File: config.mk
export PLATFORM = sky130hd
export DESIGN_NAME = crg_control3_status0_regs
export DESIGN_NICKNAME = d
export VERILOG_FILES = /design/src/crg_pkg.sv /design/src/crg_delay_timer.sv /design/src/crg_control3_status0_regs.sv
export SDC_FILE = /design/constraint.sdc
export NUM_CORES = 1
export LEC_CHECK = 0
export BUFFER_PORTS_ARGS = -buffer_cell sky130_fd_sc_hd__buf_2
export CAP_MARGIN = 5
export CORE_MARGIN = 2
export CORE_UTILIZATION = 59
export DETAILED_ROUTE_END_ITERATION = 8
export PLACE_DENSITY = 0.87
export SKIP_LAST_GASP = 1
export SLEW_MARGIN = 0
export SYNTH_ARGS = -nofsm -noshare
export SYNTH_HDL_FRONTEND = slang
export SYNTH_SLANG_ARGS = --single-unit
File: constraint.sdc
create_clock -name ref_clk -period 12.3 [get_ports ref_clk]
set_input_delay 1.23 -clock ref_clk [delete_from_list [all_inputs] [get_ports ref_clk]]
set_output_delay 1.23 -clock ref_clk [all_outputs]
set_load 0.02 [all_outputs]
File: src/crg_pkg.sv
// Purpose: Shared constants for the charger control 3 / status 0 register block
// Assumes: 8-bit register port, 40 MHz ref_clk
// Notes: Field positions are bit indices inside the 8-bit register
package crg_pkg;
  // Register offsets
  localparam logic [7:0] CTRL3_ADDR = 8'h07;
  localparam logic [7:0] STATUS0_ADDR = 8'h08;
  // Control register reset value
  localparam logic [7:0] CTRL3_RESET = 8'h4C;
  // Control field positions
  localparam int DETECT_BIT = 7;
  localparam int HALF_RATE_BIT = 6;
  localparam int SWITCH_DIS_BIT = 5;
  localparam int RESET_ADAPTER_BIT = 4;
  localparam int DELAY_SEL_BIT = 3;
  localparam int SYS_RESET_EN_BIT = 2;
  localparam int TRACK_HI = 1;
  localparam int TRACK_LO = 0;
  // Fields that watchdog expiry also restores
  localparam logic [7:0] WATCHDOG_MASK = 8'hC4;
  // Status field positions
  localparam int SRC_HI = 7;
  localparam int SRC_LO = 5;
  localparam int PHASE_HI = 4;
  localparam int PHASE_LO = 3;
  localparam int PGOOD_BIT = 2;
  localparam int THERM_BIT = 1;
  localparam int MINSYS_BIT = 0;
  // Tracking offsets in mV
  localparam logic [15:0] TRACK_MV_01 = 16'h00C8;
  localparam logic [15:0] TRACK_MV_10 = 16'h00FA;
  localparam logic [15:0] TRACK_MV_11 = 16'h012C;
  // Switch-off delay timing
  localparam int CLK_HZ = 40000000;
  localparam int SWITCH_OFF_DELAY_S = 10;
  localparam int SWITCH_OFF_DELAY_CYCLES = SWITCH_OFF_DELAY_S * CLK_HZ;
  localparam int DELAY_CNT_W = 29;
  // Ship-mode sequencer states
  typedef enum logic [3:0] {
    SW_ON = 4'h1,
    SW_DELAY = 4'h2,
    SW_PEND = 4'h4,
    SW_OFF = 4'h8
  } crg_switch_e;
endpackage : crg_pkg

File: src/crg_delay_timer.sv
// Purpose: Counts the battery switch-off delay while run is high
// Assumes: run drops to clear the count
// Notes: done pulses once when the count reaches CYCLES
`timescale 1ns/10ps
module crg_delay_timer #(
  parameter int CYCLES = crg_pkg::SWITCH_OFF_DELAY_CYCLES
) (
  // Clock and reset
  input wire logic ref_clk,
  input wire logic rst,
  // Control
  input wire logic run,
  output logic done
);
  // Timer state
  typedef struct packed {
    logic [crg_pkg::DELAY_CNT_W-1:0] count;
    logic done;
  } crg_timer_s;

  localparam logic [crg_pkg::DELAY_CNT_W-1:0] LAST = crg_pkg::DELAY_CNT_W'(CYCLES - 1);

  crg_timer_s state;
  crg_timer_s next_state;

  //////////////////////////////////////////////////////////////////////
  // Next state: count while running, pulse at the end, then hold
  always_comb begin
    next_state = state;
    next_state.done = 1'b0;
    if (!run) begin
      // Abandon any partial count
      next_state.count = '0;
    end else if (state.count == LAST) begin
      // Stepping past LAST keeps done to a single pulse
      next_state.done = 1'b1;
      next_state.count = state.count + 1'b1;
    end else if (state.count < LAST) begin
      next_state.count = state.count + 1'b1;
    end
  end

  //////////////////////////////////////////////////////////////////////
  // State register
  always_ff @(posedge ref_clk) begin
    if (rst) begin
      state <= '0;
    end else begin
      state <= next_state;
    end
  end

  assign done = state.done;
endmodule : crg_delay_timer

File: src/crg_control3_status0_regs.sv
// Purpose: Charger control 3 and status 0 registers with ship-mode sequencing
// Assumes: Register port is the internal side of the serial interface
// Notes: All inputs synchronous to ref_clk; outputs registered
//
// Summary of operation
// - Detect request forces detection, self-clears when done
// - Half-rate safety timer during DPM, cool/warm, thermal
// - Switch disable 1 enters ship mode, switch off
// - Reset-with-adapter 0 waits for adapter removal
// - Delay select picks immediate or 10 s off
// - System reset needs reset enable and disable
// - Input limit is max of programmed, battery+offset
// - Control at 07h resets 4Ch; watchdog restores some
// - Source status codes none, USB, adapter, boost
// - Charge phase codes idle, precharge, fast, done
// - Power good and thermal regulation flags
// - Minimum system regulation flag
// - Status at 08h read-only and live
// - Software register reset restores all defaults
// - Watchdog expiry restores watchdog-marked fields
`timescale 1ns/10ps
module crg_control3_status0_regs #(
  parameter int SWITCH_OFF_DELAY_CYCLES = crg_pkg::SWITCH_OFF_DELAY_CYCLES
) (
  // Clock and reset
  input wire logic ref_clk,
  input wire logic rst,
  // Register port
  input wire logic [7:0] regAddr,
  input wire logic regWrite,
  input wire logic [7:0] regWriteData,
  input wire logic regRead,
  output logic [7:0] regReadData,
  // Reset sources
  input wire logic softRegReset,
  input wire logic watchdogExpired,
  // Charger state inputs
  input wire logic adapterPresent,
  input wire logic detectDone,
  input wire logic [2:0] sourceType,
  input wire logic [1:0] chargePhase,
  input wire logic powerGood,
  input wire logic thermalReg,
  input wire logic minSysReg,
  input wire logic inInputDpm,
  input wire logic tempCoolWarm,
  input wire logic [15:0] inputLimitMv,
  input wire logic [15:0] batteryMv,
  // Outputs to the charger
  output logic [7:0] controlValue,
  output logic detectRequest,
  output logic timerHalfRate,
  output logic batterySwitchOn,
  output logic systemResetStart,
  output logic [15:0] effectiveLimitMv
);
  // Whole block state
  typedef struct packed {
    logic [7:0] ctrl;
    logic [7:0] status;
    logic [7:0] readData;
    crg_pkg::crg_switch_e sw;
    logic switchOn;
    logic resetPulse;
    logic detectReq;
    logic halfRate;
    logic [15:0] limit;
  } crg_regs_s;

  crg_regs_s state;
  crg_regs_s next_state;
  logic delayDone; // One-cycle pulse from the delay timer
  logic delayRun; // Timer runs only while waiting to open

  //////////////////////////////////////////////////////////////////////
  // Switch-off delay counter
  assign delayRun = (state.sw == crg_pkg::SW_DELAY);

  crg_delay_timer #(
    .CYCLES(SWITCH_OFF_DELAY_CYCLES)
  ) offTimer (
    .ref_clk(ref_clk),
    .rst(rst),
    .run(delayRun),
    .done(delayDone)
  );

  //////////////////////////////////////////////////////////////////////
  // Next state
  always_comb begin
    logic [16:0] tracked;
    logic [15:0] offsetMv;
    logic disable_;
    logic resetReady;
    tracked = '0;
    offsetMv = '0;
    disable_ = 1'b0;
    resetReady = 1'b0;
    next_state = state;
    next_state.resetPulse = 1'b0;

    // Host writes to the control register; status ignores writes
    if (regWrite && regAddr == crg_pkg::CTRL3_ADDR) begin
      next_state.ctrl = regWriteData;
    end // Writes to STATUS0_ADDR fall through untouched

    // Detection completion clears the request unless a new one lands
    if (detectDone && !(regWrite && regAddr == crg_pkg::CTRL3_ADDR
        && regWriteData[crg_pkg::DETECT_BIT])) begin
      next_state.ctrl[crg_pkg::DETECT_BIT] = 1'b0;
    end

    // Watchdog restores only its marked fields
    if (watchdogExpired) begin
      next_state.ctrl = (next_state.ctrl & ~crg_pkg::WATCHDOG_MASK)
                      | (crg_pkg::CTRL3_RESET & crg_pkg::WATCHDOG_MASK);
    end
    // Software reset wins over everything
    if (softRegReset) begin
      next_state.ctrl = crg_pkg::CTRL3_RESET;
    end

    // Ship-mode sequencer works on the settled control value
    disable_ = state.ctrl[crg_pkg::SWITCH_DIS_BIT];
    resetReady = state.ctrl[crg_pkg::RESET_ADAPTER_BIT] || !adapterPresent;
    case (state.sw)
      crg_pkg::SW_ON: begin
        next_state.switchOn = 1'b1;
        if (disable_) begin
          if (state.ctrl[crg_pkg::DELAY_SEL_BIT]) begin
            next_state.sw = crg_pkg::SW_DELAY;
          end else begin
            // Immediate open
            next_state.sw = crg_pkg::SW_PEND;
            next_state.switchOn = 1'b0;
          end
        end
      end
      crg_pkg::SW_DELAY: begin
        if (!disable_) begin
          next_state.sw = crg_pkg::SW_ON;
        end else if (delayDone || !state.ctrl[crg_pkg::DELAY_SEL_BIT]) begin
          next_state.sw = crg_pkg::SW_PEND;
          next_state.switchOn = 1'b0;
        end
      end
      crg_pkg::SW_PEND: begin
        // Switch is open; decide whether a full reset is due
        if (!disable_) begin
          next_state.sw = crg_pkg::SW_ON;
          next_state.switchOn = 1'b1;
        end else if (state.ctrl[crg_pkg::SYS_RESET_EN_BIT] && resetReady) begin
          // Reset-with-adapter set, or the adapter already removed
          next_state.resetPulse = 1'b1;
          next_state.sw = crg_pkg::SW_OFF;
        end
      end
      crg_pkg::SW_OFF: begin
        // Full reset done: close the switch again and leave ship mode
        next_state.sw = crg_pkg::SW_ON;
        next_state.switchOn = 1'b1;
        if (!softRegReset) begin
          next_state.ctrl[crg_pkg::SWITCH_DIS_BIT] = 1'b0;
        end
      end
      default: begin
        next_state.sw = crg_pkg::SW_ON;
        next_state.switchOn = 1'b1;
      end
    endcase

    // Detection only forced while an adapter is present
    next_state.detectReq = state.ctrl[crg_pkg::DETECT_BIT] && adapterPresent;

    // Slowed safety timer condition
    next_state.halfRate = state.ctrl[crg_pkg::HALF_RATE_BIT]
                        && (inInputDpm || tempCoolWarm || thermalReg);

    // Battery tracking of the input voltage limit
    case (state.ctrl[crg_pkg::TRACK_HI:crg_pkg::TRACK_LO])
      2'h1: offsetMv = crg_pkg::TRACK_MV_01;
      2'h2: offsetMv = crg_pkg::TRACK_MV_10;
      2'h3: offsetMv = crg_pkg::TRACK_MV_11;
      default: offsetMv = '0;
    endcase
    tracked = {1'b0, batteryMv} + {1'b0, offsetMv};
    if (offsetMv == '0) begin
      next_state.limit = inputLimitMv; // Tracking disabled
    end else if (tracked > {1'b0, inputLimitMv}) begin
      // Saturate rather than wrap on overflow
      next_state.limit = tracked[16] ? 16'hFFFF : tracked[15:0];
    end else begin
      next_state.limit = inputLimitMv;
    end

    // Live status capture, reset clears it to zero
    next_state.status[crg_pkg::SRC_HI:crg_pkg::SRC_LO] = sourceType;
    next_state.status[crg_pkg::PHASE_HI:crg_pkg::PHASE_LO] = chargePhase;
    next_state.status[crg_pkg::PGOOD_BIT] = powerGood;
    next_state.status[crg_pkg::THERM_BIT] = thermalReg;
    next_state.status[crg_pkg::MINSYS_BIT] = minSysReg;

    // Read path; unmapped addresses read zero
    if (regRead) begin
      if (regAddr == crg_pkg::CTRL3_ADDR) begin
        next_state.readData = state.ctrl;
      end else if (regAddr == crg_pkg::STATUS0_ADDR) begin
        next_state.readData = state.status;
      end else begin
        next_state.readData = '0;
      end
    end
  end

  //////////////////////////////////////////////////////////////////////
  // State register
  always_ff @(posedge ref_clk) begin
    if (rst) begin
      state.ctrl <= crg_pkg::CTRL3_RESET;
      state.status <= '0;
      state.readData <= '0;
      state.sw <= crg_pkg::SW_ON;
      state.switchOn <= 1'b1;
      state.resetPulse <= 1'b0;
      state.detectReq <= 1'b0;
      state.halfRate <= 1'b0;
      state.limit <= '0;
    end else begin
      state <= next_state;
    end
  end

  //////////////////////////////////////////////////////////////////////
  // Outputs straight from flops
  assign regReadData = state.readData;
  assign controlValue = state.ctrl;
  assign detectRequest = state.detectReq;
  assign timerHalfRate = state.halfRate;
  assign batterySwitchOn = state.switchOn;
  assign systemResetStart = state.resetPulse;
  assign effectiveLimitMv = state.limit;
endmodule : crg_control3_status0_regs

# After elaboration in Yosys (flattened, before gate mapping)
# Cells that the tools add are included.
[totals]
ff_bits = 78
latchBits = 0
ramBits = 0
mem_bits_ro = 0
input_bits = 66
output_inout_bits = 36
wordCells = 84
mem_count = 0
[op_classes]
add_sub_neg = 2
multipliers = 0
n_div = 0
order_cmp = 2
eq_ne = 16
shifts = 0
muxes = 25
n_bitwise = 3
n_reduce_logical = 22
[ops]
columns = ["op", "n"]
rows = [
  ["29-bit two-way mux", 2],
  ["16-bit two-way mux", 3],
  ["29-bit by 1-bit adder with 29-bit output, second input constant", 1],
  ["29-bit equality test, second input constant", 1],
  ["29-bit less-than comparator, second input constant", 1],
  ["9-bit case mux with 3 select lines", 1],
  ["8-bit two-way mux", 3],
  ["16-bit by 16-bit adder with 17-bit output", 1],
  ["17-bit by 16-bit greater-than comparator with 1-bit output", 1],
  ["16-bit logical NOT", 1],
  ["5-bit case mux with 3 select lines", 1],
  ["4-bit two-way mux", 3],
  ["5-bit two-way mux", 2],
  ["8-bit by 3-bit equality test with 1-bit output, second input constant", 1],
  ["8-bit by 4-bit equality test with 1-bit output, second input constant", 1],
  ["2-bit != test, second input constant", 4],
  ["1-bit two-way mux", 7],
  ["1-bit logical AND", 6],
  ["3-bit two-way mux", 2],
  ["6-bit two-way mux", 1],
  ["3-bit != test, second input constant", 2],
  ["3-bit AND reduction", 2],
  ["3-bit OR reduction", 2],
  ["2-bit equality test, second input constant", 2],
  ["11 further kinds", 19],
]

# Longest topological paths before layout
[depth]
ltp_word = 7
depth_mapped = 18

# Cells and area by module
# A second synthesis with hierarchy kept.
[hier_totals]
cells_unflattened = 545
area_unflattened_um2 = 4589.4
[by_module_without_submodules]
columns = ["mod", "n_inst", "cells_per_inst", "area_each_um2", "seq_area_each_um2"]
rows = [
  ["crg_control3_status0_regs", 1, 350, 3005.4, 960.9],
  ["crg_delay_timer", 1, 195, 1584.0, 600.6],
]

# Worst setup path after synthesis
# OpenSTA, ideal clock, no wires.
[synth_timing]
path_type = "in2reg"
start = "input batteryMv[1]"
end = "register state, in the netlist effectiveLimitMv[10]"
t_arrival_ns = 4.517
path_slack_ns = 7.664
stages = 16
cell_sequence = "ha_1 -> ha_1 -> a21o_1 -> a221oi_1 -> a31oi_1 -> nand3_1 -> xnor2_1 -> ha_1 -> nand3_1 -> nor4_1 -> o31ai_1 -> a31oi_1 -> or3b_1 -> clkbuf_1 -> buf_2 -> o221a_2"
[synth_between]
elab_chain_len = 4
elab_cells_between_ends = 5
[synth_rtl]
columns = ["item", "line_no", "source"]
rows = [
  ["from (decl)", "crg_control3_status0_regs.sv:48", "input wire logic [15:0] batteryMv,"],
  ["16-bit by 16-bit adder with 17-bit output (*)", "crg_control3_status0_regs.sv:186", "tracked = {1'b0, batteryMv} + {1'b0, offsetMv};"],
  ["17-bit by 16-bit greater-than comparator with 1-bit output or 16-bit two-way mux (tied branches)", "crg_control3_status0_regs.sv:189, crg_control3_status0_regs.sv:191", ""],
  ["16-bit two-way mux (*)", "crg_control3_status0_regs.sv:189", "end else if (tracked > {1'b0, inputLimitMv}) begin"],
  ["16-bit two-way mux (*)", "crg_control3_status0_regs.sv:187", "if (offsetMv == '0) begin"],
  ["to (signal assigned)", "crg_control3_status0_regs.sv:229", "state <= next_state;"],
  ["to (decl)", "crg_control3_status0_regs.sv:70", "crg_regs_s state;"],
]
# Mark *: on every way between the ends. The rest lies on a longest branch, timed or not.
# A chain may end at the register's enable or synchronous reset.

# Worst setup path in the final report
[layout_timing]
start = "input batteryMv[1]"
end = "register state, in the netlist effectiveLimitMv[4]"
# The elaborated chain is that of the path after synthesis.

==> impl_metrics.tcl <==
set metrics [dict create \
    syn-cell-area_sq_mm 0.00449 \
    power.share.switching 0.262 \
    post-cts-setup-buffer-count 0 \
    clk_pin_slew_ps 90 \
    synth_cells 527 \
    std_cell_rows 31 \
    num_vias 4180 \
    clock_power_share 0.391 \
    worst_slew_pin_slew_ps 851 \
    place.detailed.instances 676 \
    wl_met3_um 686 \
    yosys.area_share.simple 0.234 \
    post_layout_minimum_cycle_time_ps 4900 \
    unrepaired_setup_endpoints_after_global_routing "no" \
    worstSetupStartpointType "input pin" \
    placedInstanceArea_sq_mm 0.00481 \
    drtPass1Iterations 5 \
    floorplan.die.width_um 91.2 \
    number_of_antenna_violations_at_the_first_check_in_global_routing 0 \
    pin_count_of_the_biggest_net_entering_global_routing 28 \
    grt_remaining_overflow 0 \
    synth_adder_area_share 0.0725 \
    crit-reg2reg-capture "effectiveLimitMv[4]$_SDFF_PP0_" \
    route.met2.wl_mm 5.09 \
    vias_per_cell 6.03 \
    final_core_util 0.689 \
    area.growth.synth_to_final_pct 11.8 \
    postRouteAntennaNets 0 \
    cts_sinks 78 \
    async_reset_ff_frac 0 \
    yosysUniqueCellTypes 57 \
    remaining_drc_errors 0 \
    final.setup_skew_ps 8.82 \
    synthesis_warnings 0 \
    worstSetupPathType "in2reg" \
    cp_data_required_time_ps 12560 \
    r2r_setup_slack_ps 7580 \
    total_leakage_power_nw 2.15 \
    cts_tree "built" \
    worst_slew_margin_rel 0.433 \
    net_count_after_synthesis 619 \
    ys.flop_type "sky130_fd_sc_hd__dfxtp_1" \
    synth_seq_area_share 0.348 \
    slew_viol_final 0 \
    finalCritPeriodShare 0.398 \
    cts-resized-gates 0 \
    route.final.wire_length_mm 10.4 \
    cellInternalPower_mw 0.377 \
    numCtsBuffers 9 \
    max_clock_freq_ghz 0.204 \
    vdd_drop_max_v 0.0000694 \
    first_pass_grt_wire_length_mm 17.3 \
    power_frac_seq 0.508 \
    max_cap_viol_count 0 \
    arrival_ps 5160 \
    power_frac_comb 0.101 \
    path_max_fanout 16 \
    drtIter0Drc 237 \
    drive_gt1_frac 0.236 \
    fin_cells 693 \
    antenna-diode-count 0 \
    synth_top_family_by_area "simple AND/OR/NAND/NOR gates" \
    clock_insertion_delay_worst_skew_ps 360 \
    hold_path_depth 2 \
    routabilityCongestion 0.941 \
    setup_total_negative_slack_ps 0 \
    maximum_buffer_depth_of_the_clock_tree 2 \
    wl_per_cell_um 15.0 \
    postLayoutSetupSlackWorst_ps 7400 \
    clk_root_buffer_cell "sky130_fd_sc_hd__clkbuf_8" \
    chipHeight_um 91.2 \
    layout.cell_area.non_filler_sq_mm 0.00502 \
    synth_area_per_cell_sq_um 8.52 \
    synth_xor_area_frac 0.0390 \
    cts_hold_buf 0 \
    design_power_total_mw 0.511 \
    detailed_place_hpwl_mm 7.70 \
    post_synth_edffs 0 \
    design.portCount 102 \
    synth.mux.area_fraction 0.00223 \
    top_layer "met4" \
    globalRouteTotalUtil 0.252 \
    htree_num_levels 3 \
    worst_hold_slack_ps 486 \
    worst_hold_path_type "reg2reg" \
    initial_utilization 0.616 \
    hold_startpoint "offTimer.state[19]$_SDFFE_PP0P_" \
    yosys_register_bits 78 \
    synth_area_in_compound_gates 0.212 \
    p_sw_mw 0.134 \
    finalSetupViolations 0 \
    power_per_cell_area_mw_per_mm2 102 \
    fillCellCount 618 \
    hold-path-endpoint "offTimer.state[19]$_SDFFE_PP0P_" \
    r2r.worst_path.cells 16 \
    nets 681 \
    first_global_vias 3906 \
    result_of_the_run "completed" \
    finalHoldViolCount 0 \
    setup.worst_path.end_class "flip-flop" \
    io_buffer_count 101 \
    core_area_sq_mm 0.00729 \
    m1WireLength_mm 4.41 \
    floorplan.die_area_sq_mm 0.00832 \
    placement.setup.worst_slack_ps 7100 \
]
==> worst max-delay path by stage <==
stage / cells after the start / from / to
after CTS: 15 / batteryMv[1] / effectiveLimitMv[4]$_SDFF_PP0_
after detailed placement: 15 / batteryMv[1] / effectiveLimitMv[4]$_SDFF_PP0_
after global routing: 15 / batteryMv[1] / effectiveLimitMv[13]$_SDFF_PP0_
final: 15 / batteryMv[1] / effectiveLimitMv[4]$_SDFF_PP0_
after floorplan: 16 / batteryMv[1] / effectiveLimitMv[10]$_SDFF_PP0_
after global placement: 15 / batteryMv[1] / effectiveLimitMv[11]$_SDFF_PP0_
==> synthesized netlist by cell type (13+ instances only) <==
library cell / number / area [sq um]
sky130_fd_sc_hd__a21oi_1: 30 / 150
sky130_fd_sc_hd__buf_4: 32 / 240
sky130_fd_sc_hd__clkbuf_1: 16 / 60.1
sky130_fd_sc_hd__dfxtp_1: 78 / 1560
sky130_fd_sc_hd__ha_1: 26 / 325
sky130_fd_sc_hd__inv_1: 24 / 90.1
sky130_fd_sc_hd__nand2_1: 36 / 135
sky130_fd_sc_hd__nand3_1: 29 / 145
sky130_fd_sc_hd__nor2_1: 31 / 116
sky130_fd_sc_hd__nor2b_1: 13 / 81.3
sky130_fd_sc_hd__o21ai_0: 16 / 80.1
sky130_fd_sc_hd__o221a_2: 17 / 191
sky130_fd_sc_hd__or4_1: 16 / 120
==> state kept, by name, indices dropped and copies added, names as in the netlist, named ones only <==
name,count
state,12
batterySwitchOn,1
systemResetStart,1
controlValue,4
offTimer.done,1
effectiveLimitMv,16
regReadData,8
timerHalfRate,1
offTimer.state,29
detectRequest,1
==> placed cells by master (no fill, tap or decap), drive strengths merged, types with 5 or more instances in the layout <==
master	instances
and4	5
nand2	36
nor4	5
buf	104
o21ai	17
nand4	11
and2	5
o221a	17
and3	10
nor3	6
or3	8
ha	26
nor2b	13
a21oi	30
a22oi	9
inv	28
xnor2	12
or4	16
o211ai	12
nor2	31
xor2	8
clkbuf	9
a211oi	9
a21o	7
dfxtp	78
nand3	29
==> kinds of logic (layout without fill, tap and decap cells) <==
group           count (synthesis)  count (layout)
simple gates                  193             193
mux                             1               1
flops                          78              78
fa+ha+maj                      26              26
xor+xnor                       20              20
compound gates                131             131
buf+inv                        78             145
==> layout make-up <==
class,instances,area [sq um],area share
well taps,99,124,0.0247
inverters,25,93.8,0.0187
repair buffers,104,526,0.105
multi-input cells,371,2510,0.500
clock buffers,9,124,0.0247
clock inverters,7,80.1,0.0159
flip-flops and latches,78,1560,0.311
==> worst max-delay path, stage by stage <==
cell	delay [ps]
sky130_fd_sc_hd__buf_2	100
sky130_fd_sc_hd__ha_1	220
sky130_fd_sc_hd__ha_1	200
sky130_fd_sc_hd__a21o_1	190
sky130_fd_sc_hd__a221oi_1	600
sky130_fd_sc_hd__a31oi_1	250
sky130_fd_sc_hd__nand3_1	150
sky130_fd_sc_hd__xnor2_1	90
sky130_fd_sc_hd__ha_1	300
sky130_fd_sc_hd__nand3_1	120
sky130_fd_sc_hd__nor4_1	370
sky130_fd_sc_hd__o31ai_1	130
sky130_fd_sc_hd__a31oi_1	180
sky130_fd_sc_hd__or3b_1	620
sky130_fd_sc_hd__o221a_2	380
==> power groups by stage <==
stage	Sequential (mW)	Combinational (mW)	Clock (mW)
5_1_grt	0.260	0.0573	0.214
3_3_place_gp	0.265	0.0494	0
6_report	0.260	0.0517	0.200
4_1_cts	0.260	0.0513	0.203
3_5_place_dp	0.266	0.0511	0
2_1_floorplan	0.266	0.0341	0
==> per-layer routing <==
metal	vias up	global-route usage
met3	21	0.0473
met5	-	0
met2	155	0.430
met1	1962	0.308
met4	0	0.115
li1	2042	-
Power figures use the tool's default switching activity.
